--- config.mk ---
export PLATFORM = sky130hd
export DESIGN_NAME = assp_port
export DESIGN_NICKNAME = d
export VERILOG_FILES = /design/src/include/assp_pkg.sv /design/src/rtl/assp_crc8.sv /design/src/rtl/assp_fifo.sv /design/src/rtl/assp_port.sv
export SDC_FILE = /design/constraint.sdc
export NUM_CORES = 1
export LEC_CHECK = 0
export BUFFER_PORTS_ARGS = -buffer_cell sky130_fd_sc_hd__buf_4
export CAP_MARGIN = 20
export CORE_MARGIN = 8
export CORE_UTILIZATION = 55
export DETAILED_ROUTE_END_ITERATION = 8
export GPL_ROUTABILITY_DRIVEN = 0
export GPL_TIMING_DRIVEN = 0
export PLACE_DENSITY = 0.73
export REMOVE_ABC_BUFFERS = 1
export SETUP_SLACK_MARGIN = 0.4
export SYNTH_ARGS = -nofsm -noshare
export SYNTH_HDL_FRONTEND = slang
export SYNTH_SLANG_ARGS = --single-unit
export TNS_END_PERCENT = 10
--- constraint.sdc ---
create_clock -name clk -period 4.3 [get_ports clk]
set_input_delay 0 -clock clk [delete_from_list [all_inputs] [get_ports clk]]
set_output_delay 0 -clock clk [all_outputs]
set_load 0.02 [all_outputs]
--- src/include/assp_pkg.sv ---
// shared constants, types and decode helpers of the angle sensor serial port
package assp_pkg;

  // word framing
  localparam int unsigned WORD_BITS        = 16;
  localparam logic [3:0]  LAST_BIT         = 4'hf;
  localparam logic [3:0]  CRC_SWAP_BIT     = 4'h8;

  // command word field positions
  localparam int unsigned CMD_RW_POS       = 15;
  localparam int unsigned CMD_KEY_MSB      = 14;
  localparam int unsigned CMD_KEY_LSB      = 11;
  localparam int unsigned CMD_SNAP_POS     = 10;
  localparam int unsigned CMD_ADDR_MSB     = 9;
  localparam int unsigned CMD_ADDR_LSB     = 4;
  localparam int unsigned CMD_COUNT_MSB    = 3;
  localparam int unsigned CMD_COUNT_LSB    = 0;

  // access keys and the address window each key opens
  localparam logic [3:0]  KEY_NORMAL       = 4'h0;
  localparam logic [3:0]  KEY_CONFIG       = 4'ha;
  localparam logic [5:0]  NORMAL_ADDR_LAST = 6'h04;
  localparam logic [5:0]  CONFIG_ADDR_FST  = 6'h05;
  localparam logic [5:0]  CONFIG_ADDR_LAST = 6'h11;
  localparam logic [5:0]  STATUS_ADDR      = 6'h00;

  // crc generator
  localparam logic [7:0]  CRC_POLY         = 8'h1d;
  localparam logic [7:0]  CRC_SEED         = 8'hff;

  // idle levels of the synchronised pins: {data, chip select, sck}
  localparam logic [2:0]  PIN_IDLE         = 3'h6;

  // least deselect time the master keeps between transfers
  localparam int unsigned CLK_PERIOD_NS       = 25;
  localparam int unsigned DESELECT_MIN_NS     = 600;
  localparam int unsigned DESELECT_MIN_CYCLES =
    (DESELECT_MIN_NS + CLK_PERIOD_NS - 1) / CLK_PERIOD_NS;

  // transfer sequencer, gray along idle-cmd-read-write-safety-done
  typedef enum logic [2:0] {
    ASSP_IDLE  = 3'h0,
    ASSP_CMD   = 3'h1,
    ASSP_RDATA = 3'h3,
    ASSP_WDATA = 3'h2,
    ASSP_SAFE  = 3'h6,
    ASSP_DONE  = 3'h7
  } assp_state_t;

  // key and address pair allowed or not
  function automatic logic assp_access_ok(input logic [3:0] key, input logic [5:0] addr);
    logic ok;
    ok = 1'b0;
    case (key)
      KEY_NORMAL: ok = (addr <= NORMAL_ADDR_LAST);
      KEY_CONFIG: ok = (addr >= CONFIG_ADDR_FST) && (addr <= CONFIG_ADDR_LAST);
      default:    ok = 1'b0;
    endcase
    return ok;
  endfunction

endpackage

--- src/rtl/assp_crc8.sv ---
// bit-serial crc-8 generator, msb first
`timescale 1ns/1ps
module assp_crc8
  import assp_pkg::*;
(
  input  wire logic       clk,
  input  wire logic       rstn,
  input  wire logic       ce,
  input  wire logic       restart,
  input  wire logic       step,
  input  wire logic       bit_in,
  output logic [7:0]      crc
);

  logic [7:0] next_crc;
  logic       feedback;

  // one polynomial step per bit, same result as the bytewise circuit
  always_comb begin
    feedback = crc[7] ^ bit_in;
    next_crc = crc;
    if (restart) begin
      next_crc = CRC_SEED;
    end else if (step) begin
      next_crc = {crc[6:0], 1'b0} ^ (feedback ? CRC_POLY : 8'h00);
    end
  end

  always_ff @(posedge clk) begin
    if (!rstn) begin
      crc <= CRC_SEED;
    end else if (ce) begin
      crc <= next_crc;
    end
  end

endmodule

--- src/rtl/assp_fifo.sv ---
// small first-in first-out buffer with valid/ready on both sides
`timescale 1ns/1ps
module assp_fifo
  import assp_pkg::*;
#(
  parameter int unsigned WIDTH = 22,
  parameter int unsigned DEPTH = 8
) (
  input  wire logic             clk,
  input  wire logic             rstn,
  input  wire logic             ce,
  input  wire logic             in_valid,
  output logic                  in_ready,
  input  wire logic [WIDTH-1:0] in_data,
  output logic                  out_valid,
  input  wire logic             out_ready,
  output logic [WIDTH-1:0]      out_data
);

  localparam int unsigned AW = $clog2(DEPTH);

  logic [WIDTH-1:0] mem [DEPTH];
  logic [AW-1:0]    wr_ptr;
  logic [AW-1:0]    rd_ptr;
  logic [AW:0]      fill;
  logic [AW-1:0]    next_wr_ptr;
  logic [AW-1:0]    next_rd_ptr;
  logic [AW:0]      next_fill;
  logic             do_push;
  logic             do_pop;

  // honest full and empty straight from the fill count
  assign in_ready  = (fill != DEPTH[AW:0]);
  assign out_valid = (fill != '0);
  assign out_data  = mem[rd_ptr];

  // pointer and fill bookkeeping
  always_comb begin
    do_push     = in_valid && in_ready;
    do_pop      = out_valid && out_ready;
    next_wr_ptr = wr_ptr;
    next_rd_ptr = rd_ptr;
    next_fill   = fill;
    if (do_push) begin
      next_wr_ptr = (wr_ptr == AW'(DEPTH - 1)) ? '0 : wr_ptr + 1'b1;
    end
    if (do_pop) begin
      next_rd_ptr = (rd_ptr == AW'(DEPTH - 1)) ? '0 : rd_ptr + 1'b1;
    end
    if (do_push && !do_pop) begin
      next_fill = fill + 1'b1;
    end else if (do_pop && !do_push) begin
      next_fill = fill - 1'b1;
    end
  end

  always_ff @(posedge clk) begin
    if (!rstn) begin
      wr_ptr <= '0;
      rd_ptr <= '0;
      fill   <= '0;
    end else if (ce) begin
      wr_ptr <= next_wr_ptr;
      rd_ptr <= next_rd_ptr;
      fill   <= next_fill;
    end
  end

  // storage carries no reset, only valid entries are ever read
  always_ff @(posedge clk) begin
    if (ce && do_push) begin
      mem[wr_ptr] <= in_data;
    end
  end

endmodule

--- src/rtl/assp_port.sv ---
// serial slave port of the angle sensor: command decode, data words, safety word
`timescale 1ns/1ps
// Summary of operation
// - one shared data pin plus clock and select; push-pull or open-drain by config bit
// - traffic moves as whole command, data and safety words
// - command: direction, access key, snapshot select, address, word count
// - key 0000 opens addresses 0x00 to 0x04
// - key 1010 opens addresses 0x05 to 0x11
// - snapshot select picks buffered values, otherwise live values
// - select pulse without clock edges captures all snapshot buffers at once
// - safety bit 15 low after reset or watchdog overflow until read out
// - safety bit 14 low when any system error is flagged
// - safety bit 13 low after bad address or wrong key
// - safety bit 12 high only when both angle invalid flags are clear
// - safety bits 11 to 8 low on this sensor's bit, high elsewhere
// - safety bits 7 to 0 carry the transfer checksum
// - status bits 15 to 13 stay low until status address 00 is read
// - msb first, driven on rising clock, sampled on falling clock
// - read count zero sends one word and no safety word
// - crc-8 poly 0x1d over all bytes, seed all ones, sent inverted
module assp_port
  import assp_pkg::*;
#(
  parameter logic [1:0]  SENSOR_NUMBER = 2'h0,
  parameter int unsigned FIFO_DEPTH    = 8
) (
  input  wire logic        clk,
  input  wire logic        rstn,
  input  wire logic        ce,
  input  wire logic        sck,
  input  wire logic        chip_select_n,
  input  wire logic        data_pin_in,
  output logic             data_pin_out,
  output logic             data_pin_oe_n,
  input  wire logic        data_pin_open_drain_select,
  output logic [5:0]       rd_addr,
  output logic             snapshot_select,
  input  wire logic [15:0] rd_live_data,
  input  wire logic [15:0] rd_snap_data,
  output logic             snapshot_capture,
  output logic             wr_valid,
  input  wire logic        wr_ready,
  output logic [5:0]       wr_addr,
  output logic [15:0]      wr_data,
  input  wire logic        supply_error_flag,
  input  wire logic        system_fault_flag,
  input  wire logic        watchdog_overflow,
  input  wire logic        angle_invalid_flag,
  input  wire logic        raw_component_invalid_flag
);

  ////////////////////////////////////////////////////////////////////////////
  // pin synchronisers

  logic [2:0] pin_s1;
  logic [2:0] pin_s2;
  logic [2:0] pin_s3;
  logic [2:0] pin_f;
  logic [2:0] pin_fd;
  logic [2:0] next_pin_f;

  // a level counts once stages two and three agree, filters single glitches
  always_comb begin
    next_pin_f = pin_f;
    for (int i = 0; i < 3; i++) begin
      if (pin_s2[i] == pin_s3[i]) begin
        next_pin_f[i] = pin_s3[i];
      end
    end
  end

  always_ff @(posedge clk) begin
    if (!rstn) begin
      pin_s1 <= PIN_IDLE;
      pin_s2 <= PIN_IDLE;
      pin_s3 <= PIN_IDLE;
      pin_f  <= PIN_IDLE;
      pin_fd <= PIN_IDLE;
    end else if (ce) begin
      pin_s1 <= {data_pin_in, chip_select_n, sck};
      pin_s2 <= pin_s1;
      pin_s3 <= pin_s2;
      pin_f  <= next_pin_f;
      pin_fd <= pin_f;
    end
  end

  logic sck_rise;
  logic sck_fall;
  logic cs_rise;
  logic cs_fall;
  logic cs_high;
  logic din;

  // edges of the filtered levels
  assign sck_rise = pin_f[0] && !pin_fd[0];
  assign sck_fall = !pin_f[0] && pin_fd[0];
  assign cs_rise  = pin_f[1] && !pin_fd[1];
  assign cs_fall  = !pin_f[1] && pin_fd[1];
  assign cs_high  = pin_f[1];
  assign din      = pin_f[2];

  ////////////////////////////////////////////////////////////////////////////
  // transfer sequencer

  assp_state_t state;
  assp_state_t next_state;
  logic [3:0]  bitcnt;
  logic [3:0]  next_bitcnt;
  logic [15:0] shift;
  logic [15:0] next_shift;
  logic        dout;
  logic        next_dout;
  logic        tx_on;
  logic        next_tx_on;
  logic [3:0]  key;
  logic [3:0]  next_key;
  logic        snap;
  logic        next_snap;
  logic [5:0]  addr;
  logic [5:0]  next_addr;
  logic [4:0]  words_left;
  logic [4:0]  next_words_left;
  logic        with_safety;
  logic        next_with_safety;
  logic        sck_seen;
  logic        next_sck_seen;
  logic        snap_pulse;
  logic        next_snap_pulse;
  logic        clr_pend;
  logic        next_clr_pend;
  logic        rst_ok;
  logic        next_rst_ok;
  logic        sys_ok;
  logic        next_sys_ok;
  logic        acc_ok;
  logic        next_acc_ok;

  logic [7:0]  crc;
  logic        crc_restart;
  logic        crc_step;
  logic        crc_bit;
  logic        push;
  logic        fifo_in_ready;
  logic [15:0] word_in;
  logic [15:0] tx_word;
  logic        sys_err;
  logic        acc_err;
  logic        clr_now;
  logic [3:0]  sensor_number_response;

  assign sensor_number_response    = ~(4'h1 << SENSOR_NUMBER);
  assign sys_err = supply_error_flag || system_fault_flag;
  assign word_in = {shift[14:0], din};

  always_comb begin
    next_state       = state;
    next_bitcnt      = bitcnt;
    next_shift       = shift;
    next_dout        = dout;
    next_tx_on       = tx_on;
    next_key         = key;
    next_snap        = snap;
    next_addr        = addr;
    next_words_left  = words_left;
    next_with_safety = with_safety;
    next_sck_seen    = sck_seen;
    next_snap_pulse  = 1'b0;
    next_clr_pend    = clr_pend;
    crc_restart      = 1'b0;
    crc_step         = 1'b0;
    crc_bit          = 1'b0;
    push             = 1'b0;
    acc_err          = 1'b0;
    clr_now          = 1'b0;
    tx_word          = 16'h0000;
    if (cs_high) begin
      // deselect ends or aborts anything in flight
      next_state    = ASSP_IDLE;
      next_bitcnt   = 4'h0;
      next_tx_on    = 1'b0;
      crc_restart   = 1'b1;
      next_sck_seen = 1'b0;
      if (cs_rise) begin
        next_snap_pulse = !sck_seen;
        clr_now         = clr_pend;
        next_clr_pend   = 1'b0;
      end
    end else begin
      if (sck_rise || sck_fall) begin
        next_sck_seen = 1'b1;
      end
      if (cs_fall) begin
        // every selection starts with a command word
        next_state  = ASSP_CMD;
        next_bitcnt = 4'h0;
        crc_restart = 1'b1;
      end else if (sck_rise && (state == ASSP_RDATA || state == ASSP_SAFE)) begin
        // device changes the line on the rising edge
        next_tx_on = 1'b1;
        if (bitcnt == 4'h0) begin
          if (state == ASSP_RDATA) begin
            if (assp_access_ok(key, addr)) begin
              tx_word = snap ? rd_snap_data : rd_live_data;
              if (addr == STATUS_ADDR) begin
                next_clr_pend = 1'b1;
              end
            end else begin
              acc_err = 1'b1;
            end
          end else begin
            tx_word = {rst_ok, sys_ok, acc_ok,
                       !(angle_invalid_flag || raw_component_invalid_flag),
                       sensor_number_response, 8'h00};
          end
          next_shift = tx_word;
          next_dout  = tx_word[15];
        end else if (state == ASSP_SAFE && bitcnt == CRC_SWAP_BIT) begin
          next_shift = {~crc, 8'h00};
          next_dout  = ~crc[7];
        end else begin
          next_dout = shift[15];
        end
      end else if (sck_fall && state != ASSP_IDLE && state != ASSP_DONE) begin
        // receiver samples on the falling edge, msb first
        crc_bit     = (state == ASSP_RDATA || state == ASSP_SAFE) ? shift[15] : din;
        crc_step    = !(state == ASSP_SAFE && bitcnt >= CRC_SWAP_BIT);
        next_shift  = word_in;
        next_bitcnt = bitcnt + 4'h1;
        if (bitcnt == LAST_BIT) begin
          // whole word done, act on it
          case (state)
            ASSP_CMD: begin
              next_key  = word_in[CMD_KEY_MSB:CMD_KEY_LSB];
              next_snap = word_in[CMD_SNAP_POS];
              next_addr = word_in[CMD_ADDR_MSB:CMD_ADDR_LSB];
              next_with_safety = (word_in[CMD_COUNT_MSB:CMD_COUNT_LSB] != 4'h0);
              next_words_left  = {1'b0, word_in[CMD_COUNT_MSB:CMD_COUNT_LSB]};
              if (word_in[CMD_RW_POS]) begin
                next_state = ASSP_RDATA;
                if (word_in[CMD_COUNT_MSB:CMD_COUNT_LSB] == 4'h0) begin
                  next_words_left = 5'h01;
                end
              end else if (word_in[CMD_COUNT_MSB:CMD_COUNT_LSB] == 4'h0) begin
                next_state = ASSP_SAFE;
              end else begin
                next_state = ASSP_WDATA;
              end
            end
            ASSP_RDATA, ASSP_WDATA: begin
              if (state == ASSP_WDATA) begin
                if (assp_access_ok(key, addr) && fifo_in_ready) begin
                  push = 1'b1;
                end else begin
                  acc_err = 1'b1;
                end
              end
              next_addr       = addr + 6'h01; // wraps from 3f to 00
              next_words_left = words_left - 5'h01;
              if (words_left == 5'h01) begin
                next_state = with_safety ? ASSP_SAFE : ASSP_DONE;
                next_tx_on = with_safety && (state == ASSP_RDATA);
              end
            end
            ASSP_SAFE: begin
              next_state = ASSP_DONE;
              next_tx_on = 1'b0;
            end
            default: next_state = ASSP_IDLE;
          endcase
        end
      end
    end
    // sticky status: a new error wins over the clear
    next_rst_ok = watchdog_overflow ? 1'b0 : (clr_now ? 1'b1 : rst_ok);
    next_sys_ok = sys_err ? 1'b0 : (clr_now ? 1'b1 : sys_ok);
    next_acc_ok = acc_err ? 1'b0 : (clr_now ? 1'b1 : acc_ok);
  end

  always_ff @(posedge clk) begin
    if (!rstn) begin
      state       <= ASSP_IDLE;
      bitcnt      <= 4'h0;
      shift       <= 16'h0000;
      dout        <= 1'b1;
      tx_on       <= 1'b0;
      key         <= 4'h0;
      snap        <= 1'b0;
      addr        <= 6'h00;
      words_left  <= 5'h00;
      with_safety <= 1'b0;
      sck_seen    <= 1'b0;
      snap_pulse  <= 1'b0;
      clr_pend    <= 1'b0;
      rst_ok      <= 1'b0;
      sys_ok      <= 1'b1;
      acc_ok      <= 1'b1;
    end else if (ce) begin
      state       <= next_state;
      bitcnt      <= next_bitcnt;
      shift       <= next_shift;
      dout        <= next_dout;
      tx_on       <= next_tx_on;
      key         <= next_key;
      snap        <= next_snap;
      addr        <= next_addr;
      words_left  <= next_words_left;
      with_safety <= next_with_safety;
      sck_seen    <= next_sck_seen;
      snap_pulse  <= next_snap_pulse;
      clr_pend    <= next_clr_pend;
      rst_ok      <= next_rst_ok;
      sys_ok      <= next_sys_ok;
      acc_ok      <= next_acc_ok;
    end
  end

  ////////////////////////////////////////////////////////////////////////////
  // checksum, write buffer and pin drive

  assp_crc8 u_crc (
    .clk     (clk),
    .rstn    (rstn),
    .ce      (ce),
    .restart (crc_restart),
    .step    (crc_step),
    .bit_in  (crc_bit),
    .crc     (crc)
  );

  // full buffer refuses the word and raises the access error
  assp_fifo #(
    .WIDTH (22),
    .DEPTH (FIFO_DEPTH)
  ) u_fifo (
    .clk       (clk),
    .rstn      (rstn),
    .ce        (ce),
    .in_valid  (push),
    .in_ready  (fifo_in_ready),
    .in_data   ({addr, word_in}),
    .out_valid (wr_valid),
    .out_ready (wr_ready),
    .out_data  ({wr_addr, wr_data})
  );

  // open-drain only pulls low, push-pull drives both levels
  assign data_pin_out     = data_pin_open_drain_select ? 1'b0 : dout;
  assign data_pin_oe_n    = !(tx_on && (!data_pin_open_drain_select || !dout));
  assign rd_addr          = addr;
  assign snapshot_select  = snap;
  assign snapshot_capture = snap_pulse;

endmodule

# Word-level counts from Yosys, hierarchy flattened
# Memories as Yosys holds them, arrays and structs flattened. A register that Yosys moved wholly into a read port is not among the register bits.
# Index checks and enable logic that the tools add are counted.
[totals]
ff_bits = 80
mem_bits_rw = 176
in_bits = 45
out_inout_bits = 33
n_memories = 1
[mem_list]
columns = ["name", "depth", "word_bits", "read_ports", "rd_ports_with_merged_regs", "write_ports", "line", "rtl"]
rows = [
  ["u_fifo.mem", 8, 22, 1, 1, 1, "assp_fifo.sv:22", "logic [WIDTH-1:0] mem [DEPTH];"],
]
[op_classes]
addsub = 7
order_cmp = 4
eq_ne = 21
muxes = 107
n_bitwise = 7
reduce_logical = 80
[ops]
columns = ["op", "n"]
rows = [
  ["16-bit two-way mux", 7],
  ["1-bit two-way mux", 72],
  ["3-bit two-way mux", 12],
  ["4-bit two-way mux", 8],
  ["2-bit nonzero test", 13],
  ["2-bit AND reduction", 11],
  ["1-bit logical AND", 18],
  ["8-bit two-way mux", 2],
  ["3-bit nonzero test", 5],
  ["7-bit AND reduction", 2],
  ["4-bit equality test, second input constant", 3],
  ["1-bit logical NOT", 12],
  ["4-bit logical NOT", 3],
  ["4-bit != test, second input constant", 3],
  ["6-bit one-hot mux with 2 select lines", 1],
  ["4-bit nonzero test", 3],
  ["5-bit one-hot mux with 2 select lines", 1],
  ["5-bit AND reduction", 2],
  ["3-bit equality test, second input constant", 3],
  ["3-bit one-hot mux with 3 select lines", 1],
  ["4-bit by 1-bit adder with 4-bit output, second input constant", 2],
  ["8-bit NOT", 1],
  ["8-bit AND reduction", 1],
  ["8-bit bitwise XOR", 1],
  ["other kinds (26)", 39],
]

# Longest topological paths before layout
# Gate-level depths: netlist of run 1.
[depth]
ltp_word = 24
mapped_depth = 16

# Cells and area by module
# A second synthesis of run 1 with hierarchy kept.
[hier_totals]
cells_unflattened = 839
area_unflattened_um2 = 11488.5
[by_module_without_submodules]
columns = ["module", "instances", "cells_per_inst", "area_each_um2", "seq_area_each_um2"]
rows = [
  ["assp_fifo", 1, 333, 7438.4, 5545.3],
  ["assp_port", 1, 473, 3739.8, 1241.2],
  ["assp_crc8", 1, 33, 310.3, 160.2],
]

# Worst setup path before layout of run 1
# OpenSTA, ideal clock, no wires.
[synth_timing]
kind = "reg-to-reg"
from = "reg addr[0], in the netlist rd_addr[0]"
to = "mem u_fifo.mem[0][0], enable pin"
arrival_time_ps = 3545
required_ps = 3871
path_slack_ps = 326
path_stages_with_launch = 8
n_path_buf = 0
period_less_slack_ps = 3974
path_cell_list = "dfxtp_1 > ha_1 > o21ai_1 > a221oi_1 > a32oi_2 > nor4_4 > nand2b_1 > nor3_1"
[synth_via]
elab_chain_len = 23
word_cells_on_any_way = 25
[synth_rtl]
columns = ["item", "line", "rtl"]
rows = [
  ["start, declared", "assp_port.sv:120", "logic [5:0] addr;"],
  ["start signal, assigned", "assp_port.sv:306", "addr <= next_addr;"],
  ["6-bit by 3-bit >= comparator with 1-bit output or 6-bit by 5-bit <= comparator with 1-bit output (tied branches)", "assp_pkg.sv:56", "KEY_CONFIG: ok = (addr >= CONFIG_ADDR_FST) && (addr <= CONFIG_ADDR_LAST);"],
  ["1-bit logical AND", "assp_pkg.sv:56", ""],
  ["1-bit one-hot mux with 2 select lines *", "assp_pkg.sv:54", "case (key)"],
  ["1-bit two-way mux *", "assp_port.sv:251", "if (state == ASSP_WDATA) begin"],
  ["1-bit two-way mux *", "assp_port.sv:232", "case (state)"],
  ["1-bit two-way mux *", "assp_port.sv:230", "if (bitcnt == LAST_BIT) begin"],
  ["1-bit two-way mux *", "assp_port.sv:224", "end else if (sck_fall && state != ASSP_IDLE && state != ASSP_DONE) begin"],
  ["1-bit two-way mux *", "assp_port.sv:198", "end else if (sck_rise && (state == ASSP_RDATA || state == ASSP_SAFE)) begin"],
  ["[... 7 more ...]", "--", ""],
  ["1-bit two-way mux *", "assp_port.sv:224", ""],
  ["1-bit two-way mux *", "assp_port.sv:198", ""],
  ["1-bit two-way mux *", "assp_port.sv:193", "if (cs_fall) begin"],
  ["1-bit two-way mux *", "assp_port.sv:177", "if (cs_high) begin"],
  ["1-bit logical AND *", "assp_fifo.sv:39", "do_push = in_valid && in_ready;"],
  ["1-bit logical AND *", "assp_fifo.sv:71", "if (ce && do_push) begin"],
  ["1-bit two-way mux *", "assp_fifo.sv:71", ""],
  ["1-bit two-way mux (not written as such) *", "assp_fifo.sv:72", "mem[wr_ptr] <= in_data;"],
  ["end, declared", "assp_fifo.sv:22", ""],
]
# Mark *: on every way between the ends. The rest lies on a longest branch, timed or not. The select of a mux whose other input is x is not followed.

# Final worst setup path of run 1
[layout_timing]
from = "reg addr[1], in the netlist rd_addr[1]"
to = "reg u_fifo.fill[3]"
[layout_via]
elab_chain_len = 24
word_cells_on_any_way = 28
[layout_rtl]
columns = ["item", "line", "rtl"]
rows = [
  ["6-bit by 3-bit >= comparator with 1-bit output or 6-bit by 5-bit <= comparator with 1-bit output (tied branches)", "assp_pkg.sv:56", ""],
  ["1-bit logical AND", "assp_pkg.sv:56", ""],
  ["1-bit one-hot mux with 2 select lines *", "assp_pkg.sv:54", ""],
  ["1-bit two-way mux *", "assp_port.sv:251", ""],
  ["1-bit two-way mux *", "assp_port.sv:232", ""],
  ["1-bit two-way mux *", "assp_port.sv:230", ""],
  ["1-bit two-way mux *", "assp_port.sv:224", ""],
  ["1-bit two-way mux *", "assp_port.sv:198", ""],
  ["[... 8 more ...]", "--", ""],
  ["1-bit two-way mux *", "assp_port.sv:198", ""],
  ["1-bit two-way mux *", "assp_port.sv:193", ""],
  ["1-bit two-way mux *", "assp_port.sv:177", ""],
  ["1-bit logical AND *", "assp_fifo.sv:39", ""],
  ["1-bit logical NOT", "assp_fifo.sv:52", "end else if (do_pop && !do_push) begin"],
  ["1-bit logical AND", "assp_fifo.sv:52", ""],
  ["2-bit nonzero test (no source line)", "--", ""],
  ["2-bit AND reduction (no source line)", "--", ""],
  ["end signal, assigned", "assp_fifo.sv:65", "fill <= next_fill;"],
  ["end, declared", "assp_fifo.sv:25", "logic [AW:0] fill;"],
]
# Marks and branches as above.
# A chain may end at the register's enable or synchronous reset.

==> results of run 1 <==
## Yosys cell counts (all sizes together) (3+ instances only)
cell type	number	area, um2
nor2	35	134
clkbuf	24	90.1
xor2	5	43.8
edfxtp	176	5290
nor4	4	40.0
mux4	44	991
nand3	16	80.1
nor4b	3	41.3
and2	11	68.8
ha	16	200
xnor2	7	61.3
o211a	5	50.1
mux2i	38	380
o2bb2ai	5	43.8
a21oi	27	135
o22ai	9	62.6
nor3	14	86.3
inv	18	67.6
buf	23	146
a31oi	6	37.5
a22oi	4	30.0
o21ai	47	235
a211oi	5	50.1
mux2	22	248
and3	8	50.1
o22a	3	26.3
dfxtp	83	1660
nor3b	4	35.0
nand4	5	46.3
nand2b	8	50.1
a21boi	8	60.1
o211ai	4	43.8
nand3b	3	22.5
a221oi	4	35.0
nor2b	28	175
nand2	51	191
## cell type report
cell class,count,area share
flip-flops and latches,259,0.519
clock inverters,13,0.0106
multi-input cells,478,0.305
repair buffers,122,0.0824
well taps,270,0.0252
clock buffers,35,0.0519
inverters,18,0.00505
## what timing repair did
item / 4_1_cts / 5_1_grt
resized for setup: 1 / 2
hold buffers: 34 / 0
endpoints found under the hold margin: 29 / 0
pin swaps: 0 / 1
setup endpoints to repair: 3 / 38
setup buffers: 0 / 2
## metal layers
metal,up-vias,track usage,part of all wire
met4,0,0.0729,0.034
met1,3585,0.235,0.39
met3,73,0.0354,0.058
li1,3277,-,-
met5,-,0,0
met2,278,0.353,0.52
## power groups by stage
stage	clock [mW]	combinational, mW	sequential [mW]
finish	2.19	0.105	2.63
global route	2.31	0.113	2.63
CTS	2.22	0.105	2.63
detailed placement	0	0.0799	2.69
global placement	0	0.0767	2.69
floorplan	0	0.0246	2.69
## per-stage QoR
step | area [um2] | TNS, ns | cells
after floorplan | 11000 | 0 | 755
after global placement | 12000 | -92.17 | 1102
after detailed placement | 12200 | 0 | 1111
after CTS | 13400 | 0 | 1193
after global routing | 13400 | 0 | 1195
final | 13400 | 0 | 1195
## worst min path at each step
stage / startpoint / end / slack (ns) / cells after the start
after CTS: rd_live_data[12] / shift[12]$_SDFFE_PN0P_ / 0.001 / 5
after detailed placement: data_pin_in / pin_s1[2]$_SDFFE_PN1P_ / 0.22 / 3
after global placement: chip_select_n / pin_s1[1]$_SDFFE_PN1P_ / 0.22 / 3
final: wr_ready / register / 0.01 / 4
after floorplan: rstn / pin_s1[1]$_SDFFE_PN1P_ / 0.06 / 1
after global routing: rd_live_data[14] / shift[14]$_SDFFE_PN0P_ / 0.03 / 5
## sequential cells by signal (all words and copies together) (netlist names), 2 cells and up, named ones only
register	cells
pin_f	3
key	4
u_fifo.rd_ptr	3
u_fifo.fill	4
state	3
bitcnt	4
pin_fd	2
words_left	5
rd_addr	6
pin_s1	3
pin_s2	3
shift	16
u_crc.crc	8
u_fifo.wr_ptr	3
u_fifo.mem	176
pin_s3	3
## tightest hold or removal path: cells and delay by family
family                 cells  cell delay [ns]
AO/OA/AOI/OAI              1             0.19
buffers and inverters      1             0.08
AND/OR/NAND/NOR            2             0.22
## logic make-up after synthesis
logic type / after synthesis / synth area share
adder cells (fa/ha/maj): 18 / 0.0205
AND/OR/NAND/NOR: 202 / 0.0990
flip-flops: 259 / 0.616
buffers and inverters: 65 / 0.0270
AO/OA/AOI/OAI: 142 / 0.0843
multiplexers: 104 / 0.144
XOR/XNOR: 12 / 0.00932
==> run metrics, run 1 <==
run status=finished clean; Tmin final=3.72 ns; Post-synth EDFFs=176; skew final=0.00920 ns; Synth Flop Type=edfxtp_1; antenna-violating nets left=0; Inserted Clock Buffers=26; CP endpoint=u_fifo.fill[3]$_SDFFE_PN0P_; CP endpoint kind=register; reg2reg start=rd_addr[1]$_SDFFE_PN0P_; Switching Share=0.198; Worst path max stage delay=0.63 ns; type of origin of the critical path=register; Synth cell types=75; Vias=7213; Tcrit/Tclk final=0.864; flops & latches, synth=259; worst path bufs/invs=2; root buffer cell=clkbuf_16; Fin. Hold Viols=0; post-layout util=0.664; Gate power share=0.021; Die Y=159 um; number of max-cap violations=0; Critical Path, Cell by Cell=inv_1, ha_1, nor3b_1, o21ai_0, a32oi_2, nor3_1, and4_1, ha_1, inv_1, ha_1, a21o_1, a21oi_1, xnor2_1, nand2_1, xnor2_1, and2_1; core area=20200 um2; internal cell power=3.96 mW; final setup margin=0.584 ns; Async SR Flop Fraction=0; DP Wirelength=16500 um; r2r setup slk=0.58 ns; FP Rows=52; CP max FO=13; clock group share of total power=0.445; Slowest cell on crit path=dfxtp_1; CP top delay family=compound AO/OA/AOI/OAI gates; share of layout cells above drive strength 1=0.238; Power Total=4.93 mW; Critical Path RT=4.72 ns; mapped cell area=11300 um2; starting DRC count in detailed routing=620; CTS H-tree depth=1; Rel. slew slack=0.396; Worst-path clk slew=0.06 ns; worst setup path class=reg2reg; Max rail drop VDD=302 uV; Initial Utilization=0.559; post-synthesis sequential area ratio=0.616; min-delay worst type=in2reg; drt first pass iters=6; final setup fails=0; leading cell type in the layout, fill and taps excluded=edfxtp_1; most used cell, CP=ha_1; die width=159 um; Nets=967; I/O pin cnt=78; net switching power figure=0.975 mW; Filler cells=1406; worst r2r path cells=16; Worst Tran Pin Value=0.903 ns; area grow syn2layout=18.8%; PwrDens=368 nW/um2; sequential power share=0.534; Total Routed Length=25400 um; worst setup path start=rd_addr[1]$_SDFFE_PN0P_; Synth Warn #=0; via/cell ratio=6.04; Reg area=6950 um2; multi-input combinational cell area=4090 um2; grt total ovfl=0; final slew viol count=0; latest clock arrival within the worst-skew pair=0.53 ns; drt drc=0; RSZ-0062 raised after global routing=yes; syn_area_per_cell=14.1 um2; Max Clk Rate=0.269 GHz; Syn Inst Count=802; most frequent cells in the layout=edfxtp_1 (176), dfxtp_1 (80), buf_4 (79); Worst EP arrival=4.14 ns; n_diodes=0; RR Endpoint=u_fifo.fill[3]$_SDFFE_PN0P_; Die Area=25300 um2; port buffer count=77; clock sink count=259; leakage power total=4.93 nW; Levels on crit path=16; pre-CTS WS=0.400 ns; CTS tree=built; hold slack=0.00984 ns; first-pass GRT wire length=40200 um; clock buffer depth=3; pin count of the biggest net entering global routing=81; initial antenna violation count=0; vias in the first global route=7533; DR WL/cell=21.2 um; GR Util All Layers=0.198
No activity file was read; power rests on OpenSTA's default activity.
==> inputs of run 2 (changes only) <==
--- a/config.mk
+++ b/config.mk
@@ -13,7 +13,6 @@
 export GPL_ROUTABILITY_DRIVEN = 0
 export GPL_TIMING_DRIVEN = 0
 export PLACE_DENSITY = 0.73
-export REMOVE_ABC_BUFFERS = 1
 export SETUP_SLACK_MARGIN = 0.4
 export SYNTH_ARGS = -nofsm -noshare
 export SYNTH_HDL_FRONTEND = slang
==> run metrics, run 2 (synthesis gave the netlist of run 1 again) <==
DR WL/cell=20.8 um (-2.3%); number of max-cap violations=0 (unchanged); CTS tree=built; Post CTS Setup Buffer Count=0 (unchanged); internal cell power=4.15 mW (+4.8%); final std cells w/o fill=1241 (+3.8%); vias in the first global route=7380 (-2.0%); net switching power figure=0.961 mW (-1.4%); first-pass GRT wire length=40700 um (+1.3%); GR Util All Layers=0.200 (+0.00195); starting DRC count in detailed routing=592 (-4.5%); leading cell type in the layout, fill and taps excluded=edfxtp_1; Max Clk Rate=0.266 GHz (-1.2%); type of origin of the critical path=register; grt total ovfl=0 (unchanged); root buffer cell=clkbuf_16; n_diodes=0 (unchanged); clock sink count=259 (unchanged); Inserted Clock Buffers=26 (unchanged); FP Rows=52 (unchanged); skew final=0.0102 ns (+0.000989 ns); Nets=1013 (+4.8%); RSZ-0062 raised after global routing=yes; Gate power share=0.021 (about the same); multi-input combinational cell area=4070 um2 (-0.49%); most frequent cells in the layout=edfxtp_1 (176), dfxtp_1 (83), buf_4 (76); Tmin final=3.76 ns (+0.0457 ns); latest clock arrival within the worst-skew pair=0.52 ns (about the same); CP endpoint kind=register; design area=13700 um2 (+2.1%); syn nets=864; Die Y=159 um (unchanged); Total Routed Length=25800 um (+1.4%); worst setup path class=reg2reg; area grow syn2layout=21.3%; drt drc=0 (unchanged); final setup fails=0 (unchanged); initial antenna violation count=0 (unchanged); clock buffer depth=3 (unchanged); Filler cells=1445 (+2.8%); Vias=7312 (+1.4%); via/cell ratio=5.89 (-2.4%); leakage power total=5.12 nW (+3.9%); antenna-violating nets left=0 (unchanged); Switching Share=0.188 (-0.00959); share of layout cells above drive strength 1=0.239 (+0.00109); Max rail drop VDD=312 uV (+3.3%); Most flops, register=u_fifo.mem; Critical Path RT=4.71 ns (about the same); Reg area=6950 um2 (about the same); CP max FO=15 (+2); Worst-path clk slew=0.06 ns (about the same); I/O pin cnt=78 (unchanged); Placed Area=12400 um2 (+1.6%); Largest register FFs=176 (unchanged); Fin. Hold Viols=0 (unchanged); pin count of the biggest net entering global routing=23 (-72%); PwrDens=374 nW/um2 (+1.4%); Rel. slew slack=0.448 (+0.0516); placed insts=1156 (+4.1%); port buffer count=76 (-1.3%); CTS H-tree depth=1 (unchanged); DP Wirelength=17400 um (+5.5%); Initial Utilization=0.559 (unchanged); Tcrit/Tclk final=0.875 (+0.0106); Power Total=5.11 mW (+3.6%); Worst Tran Pin Value=0.826 ns (-0.0772 ns); run status=finished clean; drt first pass iters=7 (+1); min-delay worst type=in2reg; final slew viol count=0 (unchanged); die width=159 um (unchanged); sequential power share=0.516 (-0.018); Worst EP arrival=4.17 ns (+0.03 ns); Die Area=25300 um2 (unchanged); hold slack=0.0572 ns (+0.0474 ns); top flop regs=u_fifo.mem x176, shift x16, u_crc.crc x8; core area=20200 um2 (unchanged); clock group share of total power=0.463 (+0.018)
-- run 2: cell types whose count changed in the layout (fill, tap and decap cells not counted), moves of 3 or more --
cell and change:
buf_6 +6, nor2_4 -4, clkbuf_8 +3, dlygate4sd3_1 +3, buf_4 -3, buf_2 +12
buf_1 +5, dfxtp_1 +3, clkbuf_1 +22, nor2_2 +4
-- run 2: repair_timing --
action | in CTS | in global routing
endpoints found under the setup margin | 8 | 31
hold endpoints to repair | 17 | 0
gates resized for setup | 1 | 1
hold buffers | 37 | 0
-- run 2: area by class of cell --
cell class	instances	share of cell area
Buffer	47	0.0173
Clock buffer	37	0.0551
Clock inverter	11	0.0116
Inverter	18	0.00494
Multi-Input combinational cell	478	0.298
Sequential cell	259	0.508
Tap cell	270	0.0247
Timing Repair Buffer	121	0.0807
-- run 2: layer usage --
layer / GRT usage / part of all wire / vias to the layer above
met3: 0.0318 / 0.064 / 52
met4: 0.0592 / 0.026 / 0
li1: - / - / 3376
met5: 0 / 0 / -
met2: 0.343 / 0.49 / 279
met1: 0.257 / 0.42 / 3605
-- run 2: worst paths after layout --
| path | startpoint | end | slack, ns | depth (start not counted) |
|---|---|---|---|---|
| worst max-delay path | rd_addr[0]$_SDFFE_PN0P_ | u_fifo.fill[3]$_SDFFE_PN0P_ | 0.54 | 16 |
| worst min-delay path | ce | acc_ok$_SDFFE_PN1P_ | 0.06 | 4 |
| worst max register to register | rd_addr[0]$_SDFFE_PN0P_ | u_fifo.fill[3]$_SDFFE_PN0P_ | 0.54 | 16 |
| worst min register to register | snapshot_capture$_SDFFE_PN0P_ | snapshot_capture$_SDFFE_PN0P_ | 0.47 | 2 |
-- run 2: power groups by stage --
stage	combinational [mW]	clock, mW	sequential [mW]
floorplan	0.0366	0	2.69
global placement	0.0844	0	2.69
detailed placement	0.0852	0	2.69
CTS	0.106	2.39	2.64
global route	0.114	2.48	2.63
finish	0.107	2.37	2.64
-- run 2: metrics by stage --
step	setup WS [ns]	TNS, ns	util
after floorplan	0.326	0	-
after global placement	-1.42	-65.36	0.604
after detailed placement	0.387	0	0.614
after CTS	0.436	0	0.678
after global routing	0.246	0	0.678
final	0.539	0	0.678
-- run 2: worst max-delay path, cell delays in order (launching register included) --
cell and delay, ns:
dfxtp_1 0.69, inv_1 0.10, ha_1 0.25, o21ai_1 0.14, a221oi_1 0.10, a32oi_2 0.50
nor3_1 0.16, and4_1 0.24, ha_1 0.21, inv_1 0.16, ha_1 0.26, a21o_1 0.17
a21oi_1 0.16, xnor2_1 0.14, nand2_1 0.08, xnor2_1 0.14, and2_1 0.15
